$ cat config.mk
export PLATFORM = sky130hd
export DESIGN_NAME = pcu_power_control_unit
export DESIGN_NICKNAME = d
export VERILOG_FILES = /design/src/verilog/pcu_pkg.sv /design/src/verilog/pcu_power_control_unit.sv /design/src/verilog/pcu_timer.sv
export SDC_FILE = /design/constraint.sdc
export NUM_CORES = 1
export LEC_CHECK = 0
export CAP_MARGIN = 25
export CORE_MARGIN = 4
export CORE_UTILIZATION = 30
export CTS_CLUSTER_DIAMETER = 100
export DETAILED_ROUTE_END_ITERATION = 10
export DONT_BUFFER_PORTS = 1
export PLACE_DENSITY_LB_ADDON = 0.15
export SKIP_CTS_REPAIR_TIMING = 1
export SYNTH_ARGS = -nofsm -noshare
export SYNTH_HDL_FRONTEND = slang
export SYNTH_SLANG_ARGS = --single-unit
$ cat constraint.sdc
create_clock -name sys_clk_i -period 7.9 [get_ports sys_clk_i]
set_clock_uncertainty 0.1 [all_clocks]
set_input_delay 0.395 -clock sys_clk_i [delete_from_list [all_inputs] [get_ports sys_clk_i]]
set_output_delay 0.395 -clock sys_clk_i [all_outputs]
set_load 0.05 [all_outputs]
$ cat src/verilog/pcu_pkg.sv
package pcu_pkg;
  // Counter width for every inactivity timer.
  localparam int unsigned TMR_W = 16;
  // Power state codes, one-hot.
  typedef enum logic [3:0] {
    PCU_ON      = 4'h1,
    PCU_DOZE    = 4'h2,
    PCU_STANDBY = 4'h4,
    PCU_SUSPEND = 4'h8
  } pcu_state_t;
  // Suspend handshake states, one-hot.
  typedef enum logic [2:0] {
    PCU_RUN   = 3'h1,
    PCU_DRAIN = 3'h2,
    PCU_HALT  = 3'h4
  } pcu_core_suspend_request_t;
  // Number of inactivity timers handled by the generate loop.
  localparam int unsigned NUM_TMR = 5;
  localparam int unsigned TMR_DOZE = 0;
  localparam int unsigned TMR_STBY = 1;
  localparam int unsigned TMR_CORE_SUSPEND_REQUEST = 2;
  localparam int unsigned TMR_HKP  = 3;
  localparam int unsigned TMR_PERI = 4;
  // Duty counter width for suspend request modulation.
  localparam int unsigned DUTY_W = 4;
  // Reset value of the power plane enables.
  localparam logic [2:0] PLANE_RST = 3'h7;
  // Management memory window, 128K.
  localparam logic [19:0] MGMT_WIN_BASE = 20'hA0000;
  localparam logic [19:0] MGMT_WIN_LAST = 20'hBFFFF;
  localparam logic [19:0] MGMT_WIN_SIZE = 20'h20000;
  // Pin inputs pass three flip-flops.
  localparam int unsigned SYNC_N = 3;
endpackage : pcu_pkg

$ cat src/verilog/pcu_power_control_unit.sv
`timescale 1ns/100ps
module pcu_power_control_unit (
  input  wire logic                      sys_clk_i,
  input  wire logic                      rst_i,
  // Raw activity sources.
  input  wire logic [7:0]                sys_event_i,
  input  wire logic [7:0]                sys_event_mask_i,
  input  wire logic [3:0]                hkp_event_i,
  input  wire logic                      disk_act_i,
  input  wire logic                      serial_act_i,
  input  wire logic                      parallel_act_i,
  // Timer periods and enables.
  input  wire logic [pcu_pkg::TMR_W-1:0] doze_period_i,
  input  wire logic [pcu_pkg::TMR_W-1:0] standby_period_i,
  input  wire logic [pcu_pkg::TMR_W-1:0] suspend_period_i,
  input  wire logic [pcu_pkg::TMR_W-1:0] hkp_period_i,
  input  wire logic [pcu_pkg::TMR_W-1:0] peri_period_i,
  input  wire logic [4:0]                tmr_enable_i,
  input  wire logic [4:0]                tmr_irq_en_i,
  input  wire logic                      wake_irq_en_i,
  // Software moves the state from inside the management handler.
  input  wire logic                      state_wr_i,
  input  wire pcu_pkg::pcu_state_t       state_wdata_i,
  input  wire logic                      sys_mgmt_mode_i,
  input  wire logic                      cause_ack_i,
  // Suspend request duty per state, all four bits of each entry used.
  input  wire logic [pcu_pkg::DUTY_W-1:0] duty_on_i,
  input  wire logic [pcu_pkg::DUTY_W-1:0] duty_doze_i,
  input  wire logic [pcu_pkg::DUTY_W-1:0] duty_stby_i,
  input  wire logic [2:0]                plane_doze_i,
  input  wire logic [2:0]                plane_stby_i,
  input  wire logic [2:0]                plane_core_suspend_request_i,
  // Core handshake for suspend.
  input  wire logic                      core_idle_i,
  input  wire logic                      clock_stop_request_i,
  // I/O trap.
  input  wire logic                      io_valid_i,
  input  wire logic [15:0]               io_addr_i,
  input  wire logic [15:0]               trap_addr_i,
  input  wire logic [15:0]               trap_mask_i,
  input  wire logic                      trap_en_i,
  input  wire logic                      io_restart_i,
  input  wire logic [19:0]               mem_addr_i,
  output logic                           sys_mgmt_interrupt_o,
  output logic [6:0]                     mgmt_cause_o,
  output pcu_pkg::pcu_state_t            power_state_o,
  output logic                           core_suspend_request_o,
  output logic                           core_clocks_stopped_o,
  output logic [2:0]                     plane_en_o,
  output logic                           io_hold_o,
  output logic                           io_restart_o,
  output logic                           sys_mgmt_memory_sel_o,
  output logic                           hkp_busy_o
);
  import pcu_pkg::*;

  // Three-stage synchronisers for pin-level activity inputs.
  localparam int unsigned NPIN = 16;
  logic [NPIN-1:0] pin_raw;
  logic [NPIN-1:0] s1_q;
  logic [NPIN-1:0] s2_q;
  logic [NPIN-1:0] s3_q;
  logic [NPIN-1:0] pin_q;
  logic [NPIN-1:0] pin_d;
  logic [NPIN-1:0] pin_prev_q;

  assign pin_raw = {clock_stop_request_i, disk_act_i, serial_act_i,
                    parallel_act_i, hkp_event_i, sys_event_i};

  // A change counts only once the second and third stages agree.
  always_comb begin
    pin_d = pin_q;
    for (int i = 0; i < NPIN; i++) begin
      if (s2_q[i] == s3_q[i]) begin
        pin_d[i] = s3_q[i];
      end
    end
  end

  always_ff @(posedge sys_clk_i or posedge rst_i) begin
    if (rst_i) begin
      s1_q       <= '0;
      s2_q       <= '0;
      s3_q       <= '0;
      pin_q      <= '0;
      pin_prev_q <= '0;
    end else begin
      s1_q       <= pin_raw;
      s2_q       <= s1_q;
      s3_q       <= s2_q;
      pin_q      <= pin_d;
      pin_prev_q <= pin_q;
    end
  end

  // Rising edges mark one activity event each.
  logic [NPIN-1:0] pin_rise;
  assign pin_rise = pin_q & ~pin_prev_q;

  // Programmable detector: only unmasked system events count.
  logic sys_act;
  logic hkp_act;
  logic peri_act;
  logic clkstop_req;
  assign sys_act  = |(pin_rise[7:0] & sys_event_mask_i);
  assign hkp_act  = |pin_rise[11:8];
  assign peri_act = |pin_rise[14:12];
  assign clkstop_req = pin_q[15];

  // Timer bank: three system timers, house-keeping and peripheral.
  logic [NUM_TMR-1:0]     tmr_act;
  logic [NUM_TMR-1:0]     tmr_exp;
  logic [TMR_W-1:0]       tmr_period [NUM_TMR];
  logic [TMR_W-1:0]       tmr_cnt [NUM_TMR];
  assign tmr_act    = {peri_act, hkp_act, sys_act, sys_act, sys_act};
  assign tmr_period[TMR_DOZE] = doze_period_i;
  assign tmr_period[TMR_STBY] = standby_period_i;
  assign tmr_period[TMR_CORE_SUSPEND_REQUEST] = suspend_period_i;
  assign tmr_period[TMR_HKP]  = hkp_period_i;
  assign tmr_period[TMR_PERI] = peri_period_i;
  for (genvar g = 0; g < NUM_TMR; g++) begin : g_tmr
    pcu_timer u_tmr (
      .sys_clk_i  (sys_clk_i),
      .rst_i      (rst_i),
      .enable_i   (tmr_enable_i[g]),
      .activity_i (tmr_act[g]),
      .period_i   (tmr_period[g]),
      .expired_o  (tmr_exp[g]),
      .count_o    (tmr_cnt[g])
    );
  end
  // House-keeping bursts keep a window open without waking the system.
  assign hkp_busy_o = (tmr_cnt[TMR_HKP] != '0) &&
                      tmr_enable_i[TMR_HKP];

  // Power state register; software decides each move, hardware only reports.
  pcu_state_t state_q;
  pcu_state_t state_d;
  logic       in_pdown;

  function automatic logic is_pdown(input pcu_state_t s);
    return (s != PCU_ON);
  endfunction : is_pdown

  assign in_pdown = is_pdown(state_q);

  always_comb begin
    state_d = state_q;
    if (state_wr_i && sys_mgmt_mode_i) begin
      case (state_wdata_i)
        PCU_ON, PCU_DOZE, PCU_STANDBY, PCU_SUSPEND: begin
          state_d = state_wdata_i;
        end
        default: begin
          state_d = state_q;
        end
      endcase
    end
  end

  always_ff @(posedge sys_clk_i or posedge rst_i) begin
    if (rst_i) begin
      state_q <= PCU_ON;
    end else begin
      state_q <= state_d;
    end
  end

  assign power_state_o = state_q;

  // Sticky interrupt causes; a new event wins over the acknowledge.
  // Bits: 0..4 timers, 5 wake, 6 I/O trap.
  logic [6:0] cause_q;
  logic [6:0] cause_d;
  logic [6:0] cause_set;
  logic       trap_hit;
  logic       wake_ev;
  assign wake_ev = in_pdown && sys_act && wake_irq_en_i;
  assign cause_set = {trap_hit, wake_ev,
                      tmr_exp & tmr_irq_en_i};
  always_comb begin
    cause_d = cause_q;
    if (cause_ack_i) begin
      cause_d = '0;
    end
    cause_d = cause_d | cause_set;
  end
  always_ff @(posedge sys_clk_i or posedge rst_i) begin
    if (rst_i) begin
      cause_q <= '0;
    end else begin
      cause_q <= cause_d;
    end
  end
  assign mgmt_cause_o         = cause_q;
  assign sys_mgmt_interrupt_o = |cause_q;
  // I/O trap: hold the matching access until the handler restarts it.
  logic hold_q;
  logic hold_d;
  logic restart_q;
  logic restart_d;
  assign trap_hit = trap_en_i && io_valid_i && !hold_q &&
                    (((io_addr_i ^ trap_addr_i) & ~trap_mask_i) == '0);
  always_comb begin
    hold_d    = hold_q;
    restart_d = 1'b0;
    if (trap_hit) begin
      hold_d = 1'b1;
    end else if (hold_q && io_restart_i) begin
      hold_d    = 1'b0;
      restart_d = 1'b1;
    end
  end
  always_ff @(posedge sys_clk_i or posedge rst_i) begin
    if (rst_i) begin
      hold_q    <= 1'b0;
      restart_q <= 1'b0;
    end else begin
      hold_q    <= hold_d;
      restart_q <= restart_d;
    end
  end
  assign io_hold_o    = hold_q;
  assign io_restart_o = restart_q;
  // Suspend sequencer: drain the core before clocks stop, release on exit.
  pcu_core_suspend_request_t core_suspend_request_q;
  pcu_core_suspend_request_t core_suspend_request_d;
  logic      want_stop;

  assign want_stop = (state_q == PCU_SUSPEND) || clkstop_req;

  always_comb begin
    core_suspend_request_d = core_suspend_request_q;
    case (core_suspend_request_q)
      PCU_RUN: begin
        if (want_stop) begin
          core_suspend_request_d = PCU_DRAIN;
        end
      end
      PCU_DRAIN: begin
        if (!want_stop) begin
          core_suspend_request_d = PCU_RUN;
        end else if (core_idle_i) begin
          core_suspend_request_d = PCU_HALT;
        end
      end
      PCU_HALT: begin
        if (!want_stop) begin
          core_suspend_request_d = PCU_RUN;
        end
      end
      default: begin
        core_suspend_request_d = PCU_RUN;
      end
    endcase
  end

  always_ff @(posedge sys_clk_i or posedge rst_i) begin
    if (rst_i) begin
      core_suspend_request_q <= PCU_RUN;
    end else begin
      core_suspend_request_q <= core_suspend_request_d;
    end
  end

  // Clocks stop only in HALT; the static core keeps its state meanwhile.
  assign core_clocks_stopped_o = (core_suspend_request_q == PCU_HALT);

  // Duty modulation: request is asserted for duty counts out of sixteen.
  logic [DUTY_W-1:0] phase_q;
  logic [DUTY_W-1:0] phase_d;
  logic [DUTY_W-1:0] duty;
  logic              core_suspend_request_req_q;
  logic              core_suspend_request_req_d;

  always_comb begin
    case (state_q)
      PCU_ON:      duty = duty_on_i;
      PCU_DOZE:    duty = duty_doze_i;
      PCU_STANDBY: duty = duty_stby_i;
      default:     duty = duty_on_i;
    endcase
    phase_d    = phase_q + DUTY_W'(1);
    core_suspend_request_req_d = (core_suspend_request_q != PCU_RUN) || (phase_q < duty);
  end

  always_ff @(posedge sys_clk_i or posedge rst_i) begin
    if (rst_i) begin
      phase_q    <= '0;
      core_suspend_request_req_q <= 1'b0;
    end else begin
      phase_q    <= phase_d;
      core_suspend_request_req_q <= core_suspend_request_req_d;
    end
  end

  assign core_suspend_request_o = core_suspend_request_req_q;

  // Power planes follow the state, registered to avoid glitches on supplies.
  logic [2:0] plane_q;
  logic [2:0] plane_d;

  always_comb begin
    case (state_q)
      PCU_DOZE:    plane_d = plane_doze_i;
      PCU_STANDBY: plane_d = plane_stby_i;
      PCU_SUSPEND: plane_d = plane_core_suspend_request_i;
      default:     plane_d = PLANE_RST;
    endcase
  end

  always_ff @(posedge sys_clk_i or posedge rst_i) begin
    if (rst_i) begin
      plane_q <= PLANE_RST;
    end else begin
      plane_q <= plane_d;
    end
  end
  assign plane_en_o = plane_q;
  // Management memory decode, only while the core is in management mode.
  assign sys_mgmt_memory_sel_o = sys_mgmt_mode_i &&
                                 (mem_addr_i >= MGMT_WIN_BASE) &&
                                 (mem_addr_i <= MGMT_WIN_LAST);
endmodule : pcu_power_control_unit

$ cat src/verilog/pcu_timer.sv
`timescale 1ns/100ps
// One inactivity down counter: reloads on activity, counts down while idle,
// and raises a one-cycle expiry pulse when it reaches zero.
module pcu_timer (
  input  wire logic                      sys_clk_i,
  input  wire logic                      rst_i,
  input  wire logic                      enable_i,
  input  wire logic                      activity_i,
  input  wire logic [pcu_pkg::TMR_W-1:0] period_i,
  output logic                           expired_o,
  output logic [pcu_pkg::TMR_W-1:0]      count_o
);
  import pcu_pkg::*;

  logic [TMR_W-1:0] cnt_q;
  logic [TMR_W-1:0] cnt_d;
  logic             exp_q;
  logic             exp_d;

  // Activity always reloads; the count stalls at zero so expiry fires once.
  always_comb begin
    cnt_d = cnt_q;
    exp_d = 1'b0;
    if (!enable_i || activity_i) begin
      cnt_d = period_i;
    end else if (cnt_q != '0) begin
      cnt_d = cnt_q - TMR_W'(1);
      exp_d = (cnt_q == TMR_W'(1));
    end
  end

  always_ff @(posedge sys_clk_i or posedge rst_i) begin
    if (rst_i) begin
      cnt_q <= '0;
      exp_q <= 1'b0;
    end else begin
      cnt_q <= cnt_d;
      exp_q <= exp_d;
    end
  end

  assign expired_o = exp_q;
  assign count_o   = cnt_q;
endmodule : pcu_timer

# Yosys cells after proc, flatten, opt, wreduce, memory -nomap -nowiden
# Cells that the tools add are included.
# Widths: inputs -> output; s select.
totals:
  ff_bits: 188
  inputBits: 217
  out_inout_bits: 21
  word_cells: 165
op_classes:
  n_addsub: 6
  n_lt_le_gt_ge: 3
  n_eq_ne: 36
  muxes: 32
  n_bitwise: 8
  reduce_logical: 42
ops:
  columns: ["op", "n"]
  rows:
  - ["$mux 16", 10]
  - ["$eq 16x1->1 const B", 5]
  - ["$reduce_bool 16->1", 5]
  - ["$sub 16x1->16 const B", 5]
  - ["$ge 20x20->1 const B", 1]
  - ["$le 20x20->1 const B", 1]
  - ["$pmux 3 s3", 2]
  - ["$and 16x16->16", 1]
  - ["$eq 1x1->1", 16]
  - ["$logic_not 16->1", 1]
  - ["$not 16->16", 1]
  - ["$xor 16x16->16", 1]
  - ["$and 15x15->15", 1]
  - ["$not 15->15", 1]
  - ["$mux 1", 14]
  - ["$mux 3", 4]
  - ["$reduce_bool 2->1", 6]
  - ["$logic_and 1x1->1", 10]
  - ["$and 8x8->8", 1]
  - ["$eq 4x2->1 const B", 2]
  - ["$eq 4x3->1 const B", 2]
  - ["$eq 4x4->1 const B", 2]
  - ["$pmux 4 s2", 1]
  - ["$reduce_or 4->1", 2]
  - ["other kinds (20)", 32]

# Logic depth before layout (Yosys ltp)
# Gate-level depths: netlist (run 1).
depth:
  ltp_word: 7
  depth_mapped: 9
  depth_no_buf: 8

# Cells and area by module
# A second synthesis (run 1) with hierarchy kept.
unflattened:
  hier_cells: 859
  hier_area_um2: 9001.1
by_module_without_submodules:
  columns: ["module", "instances", "cells_each", "area_each_um2"]
  rows:
  - ["pcu_timer (g_tmr[0].u_tmr ...)", 4, 120, 1066.0]
  - ["pcu_power_control_unit", 1, 261, 3698.5]
  - ["pcu_timer (g_tmr[4].u_tmr)", 1, 118, 1038.5]

# Worst setup path before layout (run 1)
# OpenSTA, ideal clock, no wires.
synth_timing:
  path_kind: "register to output"
  from: "reg g_tmr[3].u_tmr.cnt_q[10]"
  to: "out hkp_busy_o"
  arrival_ns: 2.192
  t_required_ns: 7.405
  path_slack_ns: 5.213
  stages_incl_launch_ff: 7
  cell_sequence: "dfrtp_1 > or4_4 > or4_4 > buf_6 > nor4_4 > buf_6 > and2b_2"
synth_via:
  elab_chain_len: 2
synth_rtl:
  columns: ["item", "line_no", "rtl"]
  rows:
  - ["start, declared", "pcu_timer.sv:15", "logic [TMR_W-1:0] cnt_q;"]
  - ["start signal, assigned", "pcu_timer.sv:37", "cnt_q <= cnt_d;"]
  - ["$reduce_bool 16->1", "pcu_power_control_unit.sv:133", "assign hkp_busy_o = (tmr_cnt[TMR_HKP] != '0) &&"]
  - ["$logic_and 1x1->1", "pcu_power_control_unit.sv:133", null]
  - ["end, declared", "pcu_power_control_unit.sv:53", "output logic hkp_busy_o"]
# Every way passes these cells.

# Final worst setup path (run 1)
# Ends and elaborated chain as after synthesis.

==> results of run 1 <==
[worst max-delay path, delay by kind of cell (launching register included)]
| family | cells | cell delay (ps) |
|---|---|---|
| flops | 1 | 410 |
| simple gates | 4 | 2070 |
[registers in the layout (all words and copies together), names as in the netlist]
| name | cells |
|---|---|
| pin_q | 16 |
| power_state_o | 4 |
| core_suspend_request_q | 3 |
| io_hold_o | 1 |
| s2_q | 16 |
| core_suspend_request_o | 1 |
| s1_q | 16 |
| g_tmr.u_tmr.expired_o | 5 |
| s3_q | 16 |
| plane_en_o | 3 |
| phase_q | 4 |
| io_restart_o | 1 |
| g_tmr.u_tmr.count_o | 80 |
| pin_prev_q | 15 |
| mgmt_cause_o | 7 |
[placed cells by master, fill, tap and decap left out, types with 16 or more instances in the layout]
master and instances:
dfrtp_1 183, dlygate4sd3_1 102, nand2_1 67, nor2_1 57
mux2_2 54, xnor2_1 41, o21ai_0 40, xor2_1 32
nor3_1 29, inv_1 26, nor4_1 22, nand3_1 20
ha_1 19, a21oi_1 17, clkbuf_16 17, maj3_1 16
[power by group]
group	total [uW]	internal, uW	switching [uW]
sequential	1220	1070	150
combinational	372	191	181
clock	899	508	390
[worst min path at each step]
stage / from / to / slack (ps) / cells past startpoint
after floorplan: s1_q[0] / s2_q[0] / 230 / 0
after global placement: s1_q[5] / s2_q[5] / 230 / 0
after detailed placement: s1_q[12] / s2_q[12] / 230 / 0
after CTS: clock_stop_request_i / s1_q[15] / -150 / 0
after global routing: peri_period_i[1] / g_tmr[4].u_tmr.count_o[1] / 1 / 2
final: peri_period_i[1] / g_tmr[4].u_tmr.count_o[1] / -20 / 2
[per-stage QoR]
stage / instance area, um^2 / instances / worst slack, ps / hold slack (ps) / utilization [%]
finish: 10900 / 1288 / 4490 / -17.9 / 37.7
global route: 10900 / 1288 / 4310 / 1.10 / 37.7
CTS: 9820 / 1183 / 4430 / -152 / 34.1
detailed placement: 9210 / 1153 / 4930 / 235 / 32.0
global placement: 9210 / 1153 / 4890 / 233 / 32.0
floorplan: 8760 / 780 / 2300 / 231 / -
[per-layer routing]
layer  GRT usage [%]  routed length, um  vias up
li1                -                  -     3007
met2            20.4               9600      159
met5               0                 13        -
met3            4.89               1380       20
met1            16.4               9660     2942
met4            3.97                244        2
[cells by family (layout without fill, tap and decap cells)]
kind of cell / after synthesis / after routing / share of synthesized area [%]
AND/OR/NAND/NOR: 272 / 272 / 16.9
flip-flops: 188 / 188 / 53.8
AO/OA/AOI/OAI: 109 / 109 / 7.81
XOR/XNOR: 73 / 73 / 7.30
multiplexers: 59 / 59 / 7.51
buffers and inverters: 44 / 166 / 2.17
adder cells (fa/ha/maj): 35 / 35 / 4.54
other: 0 / 2 / 0
[area by class of cell]
type	count	area [um^2]
clock buffer	18	439
tap	384	480
clock inverter	12	165
multi-input combinational	548	3870
inverter	27	109
sequential	188	4710
timing repair buffer	109	1070
antenna	2	5.00
fill	2862	17900
==> flow_metrics.env, run 1 <==
export IMPL_gp_congestion=0.719
export IMPL_cts_sinks=188
export IMPL_arrival_ps=2920
export IMPL_worstSetupEndpointType="output pin"
export IMPL_maxSlewViolCount=0
export IMPL_synth_edf_count=0
export IMPL_nNetsFinal=1127
export IMPL_critPathMostFrequentCell="or4_4"
export IMPL_power_density_nw_per_um2=229
export IMPL_numCtsBuffers=17
export IMPL_max_stage_delay_ps=610
export IMPL_status="finished with violations"
export IMPL_ir_drop_mv=0.145
export IMPL_grt_pass1_wl_um=32200
export IMPL_path_clk_slew_ps=70
export IMPL_seq_area_frac_synth_pct=53.8
export IMPL_syn_area_um2=8760
export IMPL_grt_pass1_vias=5876
export IMPL_fin_crit_ps=3410
export IMPL_hpwlAfterDp_um=14900
export IMPL_rr_endpoint="g_tmr[2].u_tmr.count_o[14]"
export IMPL_antenna_found_initial=3
export IMPL_yosysTopAreaCell="dfrtp_1"
export IMPL_clockRootBuffer="clkbuf_16"
export IMPL_cap_violations=0
export IMPL_drt_first_pass_iters=5
export IMPL_htree_levels=4
export IMPL_worstPathCellList="or4_4, or4_4, nor4_4, and2b_2"
export IMPL_die_y_um=179
export IMPL_die_w_um=179
export IMPL_cp_max_fo=11
export IMPL_syn_nets=1016
export IMPL_rows=62
export IMPL_drive_gt1_share_pct=12.7
export IMPL_rsz0062_at_grt="no"
export IMPL_holdWs_ps=-17.9
export IMPL_hold_viol_final=1
export IMPL_setup_violations_final=0
export IMPL_hp_class="input port to flop"
export IMPL_synthCells=780
export IMPL_leakage_uw=0.00434
export IMPL_cpMaxStageDelayCell="nor4_4"
export IMPL_gr_total_overflow=0
export IMPL_fmax_mhz=293
export IMPL_detail_route_antenna_nets=0
export IMPL_ys_warnings_count=0
export IMPL_ios=238
export IMPL_grt_max_degree=123
export IMPL_synth_ff_type="dfrtp_1"
export IMPL_clkLatencyLatePin_ps=440
export IMPL_drtIter0Drc=270
export IMPL_worst_slew_pin_slew_ps=917
export IMPL_worst_setup_path_start_kind="flop"
export IMPL_syn_to_final_growth_pct=23.9
export IMPL_vias_per_cell=4.76
export IMPL_crit_path_end="hkp_busy_o"
export IMPL_required_ps=7400
export IMPL_reg2reg_from="g_tmr[2].u_tmr.count_o[4]"
export IMPL_vias=6130
export IMPL_finalCritPeriodShare_pct=43.2
export IMPL_totalWireLength_um=20900
export IMPL_yosysUniqueCellTypes=62
export IMPL_die_area_um2=32000
export IMPL_io_buffers=0
export IMPL_path_class="flop to output pin"
export IMPL_routedWlPerCell_um=16.2
export IMPL_cts_tree="built"
export IMPL_fin_tns_setup_ps=0
export IMPL_ys_async_sr_fraction_pct=100
export IMPL_synth_common_cells="183 x dfrtp_1, 67 x nand2_1, 57 x nor2_1, 54 x mux2_2, 41 x xnor2_1"
export IMPL_initial_core_util_pct=30.4
export IMPL_drc=0
export IMPL_synth_top_area_share_pct=52.3
export IMPL_core_area_um2=28800
export IMPL_synth_area_leaders="dfrtp_1 52%, mux2_2 6.9%, xnor2_1 4.1%, xor2_1 3.2%, nand2_1 2.9%"
export IMPL_startpoint="g_tmr[3].u_tmr.count_o[10]"
export IMPL_ys_seq_elements=188
export IMPL_clock_path_buffers=2
export IMPL_r2r_setup_slack_ps=5160
export IMPL_max_slew_margin_rel_pct=38.7
export IMPL_r2r_cells=5
export IMPL_yosysMostFrequentCell="dfrtp_1"
export IMPL_grt_total_usage_pct=12.9
export IMPL_power_total_uw=2490
export IMPL_avgSynthCellArea_um2=11.2
export IMPL_violations="negative hold slack"
Note: power is estimated with default switching activity, not from simulation.
==> run 2: changes to the inputs <==
clock period = 2.8 ns   (was 7.9 ns; I/O delays follow)
==> flow_metrics.env, run 2 (synthesized netlist as in run 1, its figures left out) <==
export IMPL_fmax_mhz=361
export IMPL_cp_max_fo=7
export IMPL_final_cell_mix="183 x dfrtp_1, 118 x dlygate4sd3_1, 67 x nand2_1, 57 x nor2_1, 54 x mux2_2"
export IMPL_worstSetupEndpointType="output pin"
export IMPL_htree_levels=4
export IMPL_cts_sinks=188
export IMPL_die_w_um=179
export IMPL_seq_area_um2=4710
export IMPL_multi_input_area_um2=3880
export IMPL_gr_total_overflow=0
export IMPL_status="finished with violations"
export IMPL_initial_core_util_pct=30.4
export IMPL_grt_max_degree=50
export IMPL_drtIter0Drc=281
export IMPL_hold_viol_final=2
export IMPL_core_area_um2=28800
export IMPL_fin_tns_setup_ps=0
export IMPL_routedWlPerCell_um=15.9
export IMPL_fin_crit_ps=2770
export IMPL_path_class="flop to output pin"
export IMPL_final_cells=1332
export IMPL_io_buffers=0
export IMPL_hp_class="input port to flop"
export IMPL_final_common_cell="dfrtp_1"
export IMPL_vias=6232
export IMPL_rows=62
export IMPL_largest_reg_flops=80
export IMPL_holdWs_ps=-33.5
export IMPL_place_inst=1179
export IMPL_nNetsFinal=1168
export IMPL_rsz0062_at_grt="yes"
export IMPL_drt_first_pass_iters=4
export IMPL_grt_total_usage_pct=13.0
export IMPL_path_clk_slew_ps=80
export IMPL_finalCritPeriodShare_pct=99.0
export IMPL_die_area_um2=32000
export IMPL_clockRootBuffer="clkbuf_16"
export IMPL_cap_violations=0
export IMPL_power_density_nw_per_um2=643
export IMPL_drc=0
export IMPL_numCtsBuffers=17
export IMPL_syn_to_final_growth_pct=29.1
export IMPL_detail_route_antenna_nets=0
export IMPL_required_ps=2560
export IMPL_arrival_ps=2530
export IMPL_clkLatencyLatePin_ps=430
export IMPL_fillers=2818
export IMPL_grt_pass1_wl_um=32700
export IMPL_drive_gt1_share_pct=15.0
export IMPL_clock_path_buffers=2
export IMPL_maxSlewViolCount=0
export IMPL_max_slew_margin_rel_pct=39.7
export IMPL_worst_slew_pin_slew_ps=900
export IMPL_die_y_um=179
export IMPL_setup_violations_final=0
export IMPL_vias_per_cell=4.68
export IMPL_ios=238
export IMPL_ir_drop_mv=0.313
export IMPL_violations="negative hold slack"
export IMPL_worst_setup_path_start_kind="flop"
export IMPL_gp_congestion=0.737
export IMPL_antenna_found_initial=3
export IMPL_cts_tree="built"
export IMPL_totalWireLength_um=21100
export IMPL_grt_pass1_vias=6004
export IMPL_hpwlAfterDp_um=15500
export IMPL_leakage_uw=0.00457
run 2: worst max-delay path, cell delays in order (launching register included):
cell and delay, ps:
dfrtp_1 410, or4_4 570, or4_4 500, nor4_4 200, buf_6 170, and2b_4 250
run 2: where the power goes:
part / switching [uW] / internal [uW]
clock: 1130 / 1550
sequential: 343 / 3020
combinational: 614 / 610
total: 2090 / 5180
run 2: per-layer routing:
metal / routed length (um) / up-vias / GRT usage, %
met3: 1410 / 14 / 4.56
met1: 9870 / 2970 / 17.1
met5: 7 / - / 0
met4: 193 / 2 / 3.07
met2: 9650 / 155 / 20.4
li1: - / 3091 / -
run 2: worst paths after layout:
check                      cells past startpoint                        from                    endpoint  slack (ps)
setup / recovery                               5  g_tmr[3].u_tmr.count_o[10]                  hkp_busy_o          30
hold / removal                                 3             tmr_enable_i[3]  g_tmr[3].u_tmr.count_o[11]         -30
setup reg to reg                               6  g_tmr[3].u_tmr.count_o[10]   g_tmr[3].u_tmr.count_o[1]         410
hold reg to reg                                0                     s1_q[0]                     s2_q[0]         240
max in group asynchronous                      3                       rst_i            power_state_o[0]        1570
min in group asynchronous                      2                       rst_i   g_tmr[4].u_tmr.count_o[4]         240
run 2: per-stage QoR:
stage          setup slack, ps  power [uW]  cell area, um^2  hold slack, ps  util, %
6_report                  27.7        7270            11300           -33.5     39.3
4_1_cts                   -179        7240            10100            -390     35.1
3_5_place_dp               220        4490             9460            71.5     32.9
3_3_place_gp               271        4470             9460            71.5     32.9
5_1_grt                  -63.5        7680            11300            17.4     39.3
2_1_floorplan              137        4180             8760            71.4        -
run 2: cell type report:
type	instances	share of cell area [%]
Sequential cell	188	41.7
Tap cell	384	4.25
Clock buffer	19	3.92
Antenna cell	3	0.0664
Inverter	27	0.930
Timing Repair Buffer	150	13.0
Clock inverter	13	1.83
Multi-Input combinational cell	548	34.3
